`src/dma_pkg.sv`:
```
// Function
// - Eight identical independently configured transfer channels.
// - Transfers use a dedicated bus, not CPU's.
// - Control bit 15 enables channel, resets clear.
// - Control bit 14 selects byte, else word.
// - Control bit 13: one means RAM to peripheral.
// - Control bit 12 moves interrupt to half block.
// - Control bit 11 adds null peripheral write when bit 13 is zero.
// - Addressing field: increment, fixed, peripheral indirect.
// - Operating field: continuous/one-shot, with/without ping-pong.
// - Ping-pong swaps buffer bases after each block.
// - Force bit starts exactly one manual transfer.
// - Force ignores written zero; hardware clears it.
// - Seven-bit select picks one of 128 requests.
// - Base writes store; reads return live pointer.
// - Simultaneous requests resolved by fixed priority.
// - Each channel raises its own completion interrupt.
// - Peripheral indirect: peripheral supplies RAM address.
// - Ten-bit transfer count defines block length.
// - Shared status: two collision flags, ping-pong bit.
// - Block length is count plus one transfers.
// - Latest channel field, 1111 until first transfer.
`default_nettype none
package dma_pkg;
	localparam int NCH = 8;
	localparam int CHW = 3;
	localparam logic [4:0] OFS_CON = 5'h00;
	localparam logic [4:0] OFS_REQ = 5'h04;
	localparam logic [4:0] OFS_STA = 5'h08;
	localparam logic [4:0] OFS_STB = 5'h0c;
	localparam logic [4:0] OFS_PAD = 5'h10;
	localparam logic [4:0] OFS_CNT = 5'h14;
	localparam logic [3:0] CH_PAGE = 4'h0;
	localparam logic [11:0] OFS_COLL = 12'h100;
	localparam logic [11:0] OFS_ACT = 12'h104;
	localparam int B_ON = 15;
	localparam int B_BYTE = 14;
	localparam int B_DIR = 13;
	localparam int B_HALF = 12;
	localparam int B_NULL = 11;
	localparam int B_AM = 4;
	localparam int B_ONE = 0;
	localparam int B_PP = 1;
	localparam int B_FORCE = 15;
	localparam logic [15:0] CON_MASK = 16'hf833;
	localparam logic [15:0] REG_RST = 16'h0000;
	localparam logic [3:0] LAST_RST = 4'hf;
	localparam logic [1:0] AM_INC = 2'b00;
	localparam logic [15:0] STEP_BYTE = 16'h0001;
	localparam logic [15:0] STEP_WORD = 16'h0002;
	localparam logic [15:0] BYTE_MASK = 16'h00ff;
	typedef enum logic [3:0] {
		ST_IDLE = 4'b0001,
		ST_READ = 4'b0010,
		ST_LATCH = 4'b0100,
		ST_WRITE = 4'b1000
	} xfer_state_e;
endpackage : dma_pkg
`default_nettype wire

```
`src/prio_arbiter.sv`:
```
`timescale 1ns/1ps
`default_nettype none
module prio_arbiter (
	input wire logic [dma_pkg::NCH-1:0] req_in,
	output logic [dma_pkg::CHW-1:0] idx_out,
	output logic any_out
);
	logic [dma_pkg::NCH-1:0] below;
	logic [dma_pkg::NCH-1:0] grant;

	assign below[0] = 1'b0;
	for (genvar i = 0; i < dma_pkg::NCH - 1; i++) begin : g_chain
		assign below[i + 1] = below[i] | req_in[i];
	end
	// Lowest channel number wins.
	assign grant = req_in & ~below;
	assign any_out = |req_in;

	always_comb begin
		idx_out = '0;
		for (int i = 0; i < dma_pkg::NCH; i++) begin
			if (grant[i]) begin
				idx_out = i[dma_pkg::CHW-1:0];
			end
		end
	end
endmodule : prio_arbiter
`default_nettype wire

```
`src/xfer_engine.sv`:
```
`timescale 1ns/1ps
`default_nettype none
module xfer_engine (
	input wire logic clk_in,
	input wire logic rst_in,
	input wire logic start_in,
	input wire logic dir_in,
	input wire logic byte_in,
	input wire logic null_in,
	input wire logic [15:0] ram_addr_in,
	input wire logic [15:0] per_addr_in,
	input wire logic [15:0] ram_rdata_in,
	input wire logic [15:0] per_rdata_in,
	input wire logic ram_coll_in,
	input wire logic per_coll_in,
	output logic busy_out,
	output logic done_out,
	output logic ram_coll_out,
	output logic per_coll_out,
	output logic [15:0] ram_addr_out,
	output logic [15:0] per_addr_out,
	output logic [15:0] ram_wdata_out,
	output logic [15:0] per_wdata_out,
	output logic ram_rd_out,
	output logic ram_wr_out,
	output logic per_rd_out,
	output logic per_wr_out,
	output logic byte_out
);
	dma_pkg::xfer_state_e st_r, st_nxt;
	logic dir_r, null_r;
	logic [15:0] src_w;

	always_comb begin
		case (st_r)
			dma_pkg::ST_IDLE: st_nxt = start_in ? dma_pkg::ST_READ : dma_pkg::ST_IDLE;
			dma_pkg::ST_READ: st_nxt = dma_pkg::ST_LATCH;
			dma_pkg::ST_LATCH: st_nxt = dma_pkg::ST_WRITE;
			default: st_nxt = dma_pkg::ST_IDLE;
		endcase
	end

	// Read data arrives one cycle after the read strobe.
	assign src_w = (dir_r ? ram_rdata_in : per_rdata_in) & (byte_out ? dma_pkg::BYTE_MASK : 16'hffff);

	always_ff @(posedge clk_in) begin
		if (rst_in) begin
			st_r <= dma_pkg::ST_IDLE;
			{dir_r, null_r, byte_out} <= 3'h0;
			{ram_addr_out, per_addr_out} <= 32'h0000_0000;
			{ram_wdata_out, per_wdata_out} <= 32'h0000_0000;
		end else begin
			st_r <= st_nxt;
			if (st_r == dma_pkg::ST_IDLE && start_in) begin
				{dir_r, null_r, byte_out} <= {dir_in, null_in, byte_in};
				{ram_addr_out, per_addr_out} <= {ram_addr_in, per_addr_in};
			end
			if (st_r == dma_pkg::ST_LATCH) begin
				ram_wdata_out <= src_w;
				per_wdata_out <= null_r ? dma_pkg::REG_RST : src_w;
			end
		end
	end

	// Strobes go to the dedicated bus only.
	assign ram_rd_out = st_r == dma_pkg::ST_READ && dir_r;
	assign per_rd_out = st_r == dma_pkg::ST_READ && !dir_r;
	assign ram_wr_out = st_r == dma_pkg::ST_WRITE && !dir_r;
	assign per_wr_out = st_r == dma_pkg::ST_WRITE && (dir_r || null_r);
	assign done_out = st_r == dma_pkg::ST_WRITE;
	assign busy_out = st_r != dma_pkg::ST_IDLE;
	assign ram_coll_out = ram_wr_out && ram_coll_in;
	assign per_coll_out = per_wr_out && per_coll_in;
endmodule : xfer_engine
`default_nettype wire

```
`src/eight_channel_peripheral_dma.sv`:
```
// The APB register port and the register addresses were left to the implementer.
`timescale 1ns/1ps
`default_nettype none
module eight_channel_peripheral_dma (
	input wire logic CLK_IN,
	input wire logic RST_IN,
	input wire logic PSEL_IN,
	input wire logic PENABLE_IN,
	input wire logic PWRITE_IN,
	input wire logic [11:0] PADDR_IN,
	input wire logic [31:0] PWDATA_IN,
	output logic [31:0] PRDATA_OUT,
	output logic PREADY_OUT,
	output logic PSLVERR_OUT,
	input wire logic [127:0] REQ_LINE_IN,
	input wire logic [15:0] PER_IND_ADDR_IN,
	input wire logic [15:0] PER_RDATA_IN,
	input wire logic [15:0] RAM_RDATA_IN,
	input wire logic PER_COLL_IN,
	input wire logic RAM_COLL_IN,
	output logic [15:0] PER_ADDR_OUT,
	output logic [15:0] PER_WDATA_OUT,
	output logic PER_RD_OUT,
	output logic PER_WR_OUT,
	output logic [15:0] RAM_ADDR_OUT,
	output logic [15:0] RAM_WDATA_OUT,
	output logic RAM_RD_OUT,
	output logic RAM_WR_OUT,
	output logic BYTE_OUT,
	output logic [7:0] CH_IRQ_OUT
);
	// ****************************************
	// Register bus decode
	// ****************************************
	wire logic setup_w = PSEL_IN && !PENABLE_IN;
	wire logic acc_w = PSEL_IN && PENABLE_IN;
	wire logic wr_w = acc_w && PWRITE_IN;
	wire logic [2:0] ch_sel = PADDR_IN[7:5];
	wire logic [4:0] ofs_w = PADDR_IN[4:0];
	wire logic page_w = PADDR_IN[11:8] == dma_pkg::CH_PAGE;
	wire logic is_con = page_w && ofs_w == dma_pkg::OFS_CON;
	wire logic is_req = page_w && ofs_w == dma_pkg::OFS_REQ;
	wire logic is_sta = page_w && ofs_w == dma_pkg::OFS_STA;
	wire logic is_stb = page_w && ofs_w == dma_pkg::OFS_STB;
	wire logic is_pad = page_w && ofs_w == dma_pkg::OFS_PAD;
	wire logic is_cnt = page_w && ofs_w == dma_pkg::OFS_CNT;
	wire logic is_coll = PADDR_IN == dma_pkg::OFS_COLL;
	wire logic is_act = PADDR_IN == dma_pkg::OFS_ACT;
	wire logic hit_w = is_con || is_req || is_sta || is_stb || is_pad || is_cnt
		|| is_coll || is_act;
	wire logic [15:0] wd_w = PWDATA_IN[15:0];

	// ****************************************
	// Channel state
	// ****************************************
	logic [15:0] con_r [8];
	logic [6:0] sel_r [8];
	logic [15:0] sta_r [8];
	logic [15:0] stb_r [8];
	logic [15:0] pad_r [8];
	logic [9:0] cnt_r [8];
	logic [15:0] ptr_r [8];
	logic [9:0] xf_r [8];
	logic [7:0] force_r;
	logic [7:0] pend_r;
	logic [7:0] pp_r;
	logic [7:0] on_w;
	logic [7:0] ch_req;
	logic [7:0] irq_w;
	logic [7:0] bend_w;
	logic [7:0] stop_w;
	logic [7:0] irq_r;
	logic [15:0] coll_r;
	logic [3:0] last_r;
	logic [2:0] cur_ch_r;
	logic [31:0] prdata_r;

	wire logic eng_done;
	wire logic eng_busy;
	wire logic ram_coll_w;
	wire logic per_coll_w;
	wire logic [2:0] arb_idx;
	wire logic arb_any;
	wire logic start_w = arb_any && !eng_busy;

	// All eight channels share one body; only their index differs.
	for (genvar i = 0; i < dma_pkg::NCH; i++) begin : g_ch
		wire logic me_w = wr_w && ch_sel == 3'(i);
		wire logic w_con = me_w && is_con;
		wire logic w_req = me_w && is_req;
		wire logic dn = eng_done && cur_ch_r == 3'(i);
		wire logic last_xf = xf_r[i] == cnt_r[i];
		wire logic half_xf = xf_r[i] == {1'b0, cnt_r[i][9:1]};
		wire logic pp_en = con_r[i][dma_pkg::B_PP];
		wire logic one_en = con_r[i][dma_pkg::B_ONE];
		wire logic bend = dn && last_xf;
		// One-shot ping-pong runs one block from each buffer, then stops.
		wire logic stop = bend && one_en && (!pp_en || pp_r[i]);
		wire logic turn_on = w_con && wd_w[dma_pkg::B_ON] && !con_r[i][dma_pkg::B_ON];
		wire logic pp_flip = bend && pp_en;
		wire logic [15:0] base = (pp_r[i] ^ pp_flip) ? stb_r[i] : sta_r[i];
		wire logic [15:0] step = con_r[i][dma_pkg::B_BYTE] ? dma_pkg::STEP_BYTE
			: dma_pkg::STEP_WORD;
		wire logic inc_en = con_r[i][5:4] == dma_pkg::AM_INC;

		assign on_w[i] = con_r[i][dma_pkg::B_ON];
		// A set force bit starts a transfer without a request.
		assign ch_req[i] = on_w[i] && (force_r[i] || pend_r[i]);
		assign irq_w[i] = dn && (con_r[i][dma_pkg::B_HALF] ? half_xf : last_xf);
		assign bend_w[i] = bend;
		assign stop_w[i] = stop;

		always_ff @(posedge CLK_IN) begin
			if (RST_IN) begin
				con_r[i] <= dma_pkg::REG_RST;
				sel_r[i] <= 7'h00;
				{sta_r[i], stb_r[i], pad_r[i], ptr_r[i]} <= 64'h0;
				{cnt_r[i], xf_r[i]} <= 20'h00000;
				{force_r[i], pend_r[i], pp_r[i]} <= 3'h0;
			end else begin
				// A software write wins over the one-shot auto clear.
				if (w_con) begin
					con_r[i] <= wd_w & dma_pkg::CON_MASK;
				end else if (stop) begin
					con_r[i][dma_pkg::B_ON] <= 1'b0;
				end
				if (w_req) begin
					sel_r[i] <= wd_w[6:0];
				end
				// Written zero is ignored; a new set beats the clear.
				force_r[i] <= (w_req && wd_w[dma_pkg::B_FORCE]) || (force_r[i] && !dn);
				// Selected line sets pending; set beats the clear.
				pend_r[i] <= (on_w[i] && REQ_LINE_IN[sel_r[i]])
					|| (pend_r[i] && !(dn && !force_r[i]));
				if (me_w && is_sta) begin
					sta_r[i] <= wd_w;
				end
				if (me_w && is_stb) begin
					stb_r[i] <= wd_w;
				end
				if (me_w && is_pad) begin
					pad_r[i] <= wd_w;
				end
				if (me_w && is_cnt) begin
					cnt_r[i] <= wd_w[9:0];
				end
				if (turn_on) begin
					ptr_r[i] <= sta_r[i];
					xf_r[i] <= 10'h000;
					pp_r[i] <= 1'b0;
				end else if (dn) begin
					// Continuous blocks reload pointer and count.
					xf_r[i] <= last_xf ? 10'h000 : xf_r[i] + 10'h001;
					pp_r[i] <= pp_r[i] ^ pp_flip;
					if (last_xf) begin
						ptr_r[i] <= base;
					end else if (inc_en) begin
						ptr_r[i] <= ptr_r[i] + step;
					end
				end
			end
		end
	end

	// ****************************************
	// Arbitration and the transaction bus
	// ****************************************
	prio_arbiter u_arb (
		.req_in(ch_req),
		.idx_out(arb_idx),
		.any_out(arb_any)
	);

	wire logic [15:0] g_con = con_r[arb_idx];
	wire logic g_dir = g_con[dma_pkg::B_DIR];
	// Peripheral indirect takes the address the peripheral offers.
	wire logic [15:0] g_ram = g_con[5] ? PER_IND_ADDR_IN : ptr_r[arb_idx];

	// The engine owns a bus of its own, so the processor never waits.
	xfer_engine u_eng (
		.clk_in(CLK_IN),
		.rst_in(RST_IN),
		.start_in(start_w),
		.dir_in(g_dir),
		.byte_in(g_con[dma_pkg::B_BYTE]),
		.null_in(g_con[dma_pkg::B_NULL] && !g_dir),
		.ram_addr_in(g_ram),
		.per_addr_in(pad_r[arb_idx]),
		.ram_rdata_in(RAM_RDATA_IN),
		.per_rdata_in(PER_RDATA_IN),
		.ram_coll_in(RAM_COLL_IN),
		.per_coll_in(PER_COLL_IN),
		.busy_out(eng_busy),
		.done_out(eng_done),
		.ram_coll_out(ram_coll_w),
		.per_coll_out(per_coll_w),
		.ram_addr_out(RAM_ADDR_OUT),
		.per_addr_out(PER_ADDR_OUT),
		.ram_wdata_out(RAM_WDATA_OUT),
		.per_wdata_out(PER_WDATA_OUT),
		.ram_rd_out(RAM_RD_OUT),
		.ram_wr_out(RAM_WR_OUT),
		.per_rd_out(PER_RD_OUT),
		.per_wr_out(PER_WR_OUT),
		.byte_out(BYTE_OUT)
	);

	// ****************************************
	// Shared status
	// ****************************************
	wire logic [7:0] cur_oh = 8'h01 << cur_ch_r;
	wire logic [15:0] coll_set = {per_coll_w ? cur_oh : 8'h00, ram_coll_w ? cur_oh : 8'h00};
	wire logic [15:0] coll_clr = (wr_w && is_coll) ? wd_w : 16'h0000;

	always_ff @(posedge CLK_IN) begin
		if (RST_IN) begin
			cur_ch_r <= 3'h0;
			last_r <= dma_pkg::LAST_RST;
			coll_r <= dma_pkg::REG_RST;
			irq_r <= 8'h00;
		end else begin
			if (start_w) begin
				cur_ch_r <= arb_idx;
			end
			if (eng_done) begin
				last_r <= {1'b0, cur_ch_r};
			end
			// Writing one clears a flag; a fresh collision wins.
			coll_r <= (coll_r & ~coll_clr) | coll_set;
			irq_r <= irq_w;
		end
	end
	assign CH_IRQ_OUT = irq_r;

	// ****************************************
	// Read path
	// ****************************************
	// Base registers read back the live pointer, not the stored base.
	wire logic [15:0] rd_w = is_con ? con_r[ch_sel]
		: is_req ? {force_r[ch_sel], 8'h00, sel_r[ch_sel]}
		: (is_sta || is_stb) ? ptr_r[ch_sel]
		: is_pad ? pad_r[ch_sel]
		: is_cnt ? {6'h00, cnt_r[ch_sel]}
		: is_coll ? coll_r
		: is_act ? {4'h0, last_r, pp_r}
		: dma_pkg::REG_RST;

	// Data is captured in the setup phase so the access phase needs no wait.
	always_ff @(posedge CLK_IN) begin
		if (RST_IN) begin
			prdata_r <= 32'h0000_0000;
		end else if (setup_w && !PWRITE_IN) begin
			prdata_r <= {16'h0000, rd_w};
		end
	end
	assign PRDATA_OUT = prdata_r;
	assign PREADY_OUT = 1'b1;
	assign PSLVERR_OUT = acc_w && !hit_w;

	wire logic [7:0] low_mask = (8'h01 << arb_idx) - 8'h01;
endmodule : eight_channel_peripheral_dma
`default_nettype wire

```
`config.mk`:
```
export PLATFORM = sky130hd
export DESIGN_NAME = eight_channel_peripheral_dma
export DESIGN_NICKNAME = d
export VERILOG_FILES = /design/src/dma_pkg.sv /design/src/prio_arbiter.sv /design/src/xfer_engine.sv /design/src/eight_channel_peripheral_dma.sv
export SDC_FILE = /design/constraint.sdc
export NUM_CORES = 2
export LEC_CHECK = 0
export BUFFER_PORTS_ARGS = -buffer_cell sky130_fd_sc_hd__buf_2
export CORE_MARGIN = 2
export CORE_UTILIZATION = 50
export DETAILED_ROUTE_END_ITERATION = 12
export GPL_ROUTABILITY_DRIVEN = 1
export PLACE_DENSITY = 0.7
export SYNTH_ARGS = -nofsm -noshare
export SYNTH_HDL_FRONTEND = slang
export SYNTH_SLANG_ARGS = --single-unit
```
`constraint.sdc`:
```
create_clock -name CLK_IN -period 4.9 [get_ports CLK_IN]
set_input_delay 0 -clock CLK_IN [delete_from_list [all_inputs] [get_ports CLK_IN]]
set_output_delay 0 -clock CLK_IN [all_outputs]
set_load 0.005 [all_outputs]
```
==> metrics.cfg <==
[sta]
hold_viol = 0
drv_slew = 0
worst_slew_pin_slew_ns = 1.41
period_share_pct = 76.6
setup_viol = 0
max_freq_ghz = 0.267
rsz0062_at_grt = no
fin_tns_setup_ns = 0
finClkSkew_ns = 0.0349
max-slew-margin-rel_pct = 5.87
fin_crit_ns = 3.75

[min_path]
hp-start = PWDATA_IN[9]
hold_depth = 4
hold_path.class = in -> reg

[floorplan]
rows = 123
die_w_um = 341
coreArea_um2 = 112000
initial_core_util_pct = 50.4
dieArea_um2 = 116000
die_y_um = 341
num_io_pins = 338

[global_routing]
grt_pass1_vias = 48500
overflow = 0
antenna_found_initial = 14
grt_max_degree = 209
grt.total_usage_pct = 35.2
grt_first_pass_wirelength_um = 311000

[clock_tree]
cts_tree = done
cts_root_buf = clkbuf_16
clock_sinks = 942
cts_buffers = 101
post_cts_buffers = 0
cts.clk_slew.worst_paths_ns = 0.06
cts.path.max_buffers = 3
clkLatencyLatePin_ns = 0.71
htree_num_levels = 3

[detailed_routing]
first_iter_violations = 7015
drc = 0
num_vias = 51500
wl_per_cell_um = 27.4
wl_um = 211000
avgViaCountPerCell = 6.69
drtAntennaViolNets = 0
firstDrtPassIters = 8

[power]
power.total_mw = 18.6
irDropWorstVdd_uv = 288
clockPowerShare_pct = 43.2
p_sw_share_pct = 26.7
p_comb_share_pct = 12.7
power.leakage_nw = 23.1
switchingPower_mw = 4.96
cellPowerDensity_nw_per_um2 = 294
p_int_mw = 13.6
seq_power_share_pct = 44.1

[setup_path]
path_max_fanout = 16
crit_path_frequent_cell = o31ai_1
critPathMaxStageDelay_ns = 0.73
critPathLaunch = con_r[5][8]$_SDFFCE_PP0P_
cp_slowest_cell = a22oi_1
cp.arrival_ns = 4.29
cp-end-kind = flop
worstPathRequired_ns = 5.44
crit_chain = o21ai_1 -> nand4_1 -> o31ai_1 -> o21ai_0 -> a22oi_1 -> and2_1 -> o31ai_1
rr_worst_depth = 7
worstSetupPathType = reg -> reg
worstSetupStartpointType = flop
r2r_start = con_r[5][8]$_SDFFCE_PP0P_

[placement]
port_buffers = 304
routabilityCongestion = 1.01
place_area_um2 = 59100
dp_hpwl_um = 145000

[yosys]
synth_top_area_share_pct = 28.8
synth.area.top_cells = dfxtp_1 (29%), mux4_2 (18%), mux2i_1 (7.1%), edfxtp_1 (6.8%), nand2_1 (6.6%)
ys_ff_latch = 942
synth_edf_count = 128
ys.flop_type = dfxtp_1
yosys_warnings = 0
synth-seq-area-share_pct = 35.6
syn_area_um2 = 56600
synth_common_cells = nand2_1 (990), dfxtp_1 (814), a21oi_1 (537), nor2_1 (470), mux4_2 (446)
synthArstFlopShare_pct = 0
syn-instance-count = 5965
yosysMostFrequentCell = nand2_1
avgSynthCellArea_um2 = 9.49
yosys.cell_types.count = 96
yosysTopAreaCell = dfxtp_1

[layout]
final_layout_size_suffix_gt1_share_pct = 18.4
stdcell_area_um2 = 63300
synthToLayoutAreaGrowth_pct = 11.8
fillers = 9698
nets = 6354

[run]
drv_cap = 0

[status]
status = completed

## cell families (layout without fill, tap and decap cells)
| group | Yosys count | in the layout | share of synthesized area, % |
|---|---|---|---|
| AO/OA/AOI/OAI | 1144 | 1144 | 12.4 |
| XOR/XNOR | 304 | 304 | 4.74 |
| adder cells (fa/ha/maj) | 32 | 32 | 0.813 |
| buffers and inverters | 553 | 755 | 4.09 |
| flip-flops | 942 | 942 | 35.6 |
| multiplexers | 867 | 867 | 25.4 |
| other | 2 | 30 | 0.0133 |
| AND/OR/NAND/NOR | 2121 | 2121 | 17.0 |
## layout make-up
cell class / instances / area (um^2) / area share (%)
flip-flops and latches: 942 / 20100 / 31.8
diodes: 13 / 32.5 / 0.0514
clock inverters: 40 / 452 / 0.714
well taps: 1500 / 1880 / 2.97
repair buffers: 510 / 3280 / 5.18
clock buffers: 150 / 3040 / 4.80
multi-input cells: 4485 / 34300 / 54.1
inverters: 55 / 209 / 0.330
## state kept, by name, indices dropped and copies added (netlist names)
| signal | count |
|---|---|
| u_eng.ram_addr_out | 16 |
| last_r | 4 |
| sta_r | 128 |
| pp_r | 8 |
| u_eng.per_addr_out | 16 |
| pad_r | 128 |
| pend_r | 8 |
| coll_r | 16 |
| u_eng.dir_r | 1 |
| xf_r | 80 |
| force_r | 8 |
| ptr_r | 128 |
| u_eng.byte_out | 1 |
| u_eng.st_r | 4 |
| u_eng.ram_wdata_out | 16 |
| u_eng.null_r | 1 |
| cur_ch_r | 3 |
| con_r | 72 |
| cnt_r | 80 |
| CH_IRQ_OUT | 8 |
| u_eng.per_wdata_out | 16 |
| stb_r | 128 |
| sel_r | 56 |
| PRDATA_OUT | 16 |
## path summary, 6_finish.rpt
path | slack, ns | to
worst max-delay path | 1.15 | u_eng.ram_addr_out[15]$_SDFFE_PP0P_
worst min-delay path | 0.04 | stb_r[89]$_SDFFE_PP0P_
worst max register to register | 1.15 | u_eng.ram_addr_out[15]$_SDFFE_PP0P_
worst min register to register | 0.45 | sta_r[32]$_SDFFE_PP0P_
## metrics by stage
| step | utilization (%) | hold slack (ns) | setup WS, ns | std cells |
|---|---|---|---|---|
| final | 56.3 | 0.0434 | 1.15 | 7695 |
| after global placement | 52.6 | 0.273 | 1.47 | 7429 |
| after floorplan | - | 0.147 | 2.26 | 5980 |
| after global routing | 56.3 | 0.0353 | 1.04 | 7692 |
| after CTS | 56.3 | 0.00708 | 1.38 | 7682 |
| after detailed placement | 52.6 | 0.307 | 1.42 | 7429 |
## power groups by stage
stage          Sequential, mW  Combinational, mW  Clock (mW)
2_1_floorplan            8.19               1.52           0
3_3_place_gp             8.35               2.17           0
3_5_place_dp             8.36               2.20           0
4_1_cts                  8.19               2.27        8.06
5_1_grt                  8.21               2.43        8.36
6_report                 8.21               2.36        8.04
## critical path, delay by kind of cell, from the launching register on
kind | cells | cell delay [ns]
AND/OR/NAND/NOR | 2 | 0.98
AO/OA/AOI/OAI | 5 | 1.97
flip-flops | 1 | 0.63
## timing repair
item | 4_1_cts | 5_1_grt
resized for setup | 0 | 0
hold endpoints to repair | 252 | 0
hold buffers | 63 | 0
## routing by layer
| metal | GRT usage, % | part of all wire [%] | vias to the layer above |
|---|---|---|---|
| met4 | 19.2 | 6.5 | 2 |
| li1 | - | - | 22100 |
| met3 | 10.2 | 13 | 696 |
| met5 | 0 | 0.0057 | - |
| met2 | 51.6 | 42 | 3735 |
| met1 | 46.9 | 38 | 24900 |
## cells in the final DEF, fill, tap and decap left out, types with 79 or more instances in the layout
master,synthesis,layout
dfxtp_1,814,814
and3_1,79,79
xnor2_1,126,125
mux4_2,446,446
and2_1,147,147
edfxtp_1,128,128
buf_4,21,141
xor2_1,177,177
o21ai_0,168,168
nand3_1,124,124
clkbuf_16,0,104
mux2i_1,404,404
nand2_1,990,990
a21oi_1,537,537
nor2_1,470,468
buf_2,105,301
Power figures use the tool's default switching activity.
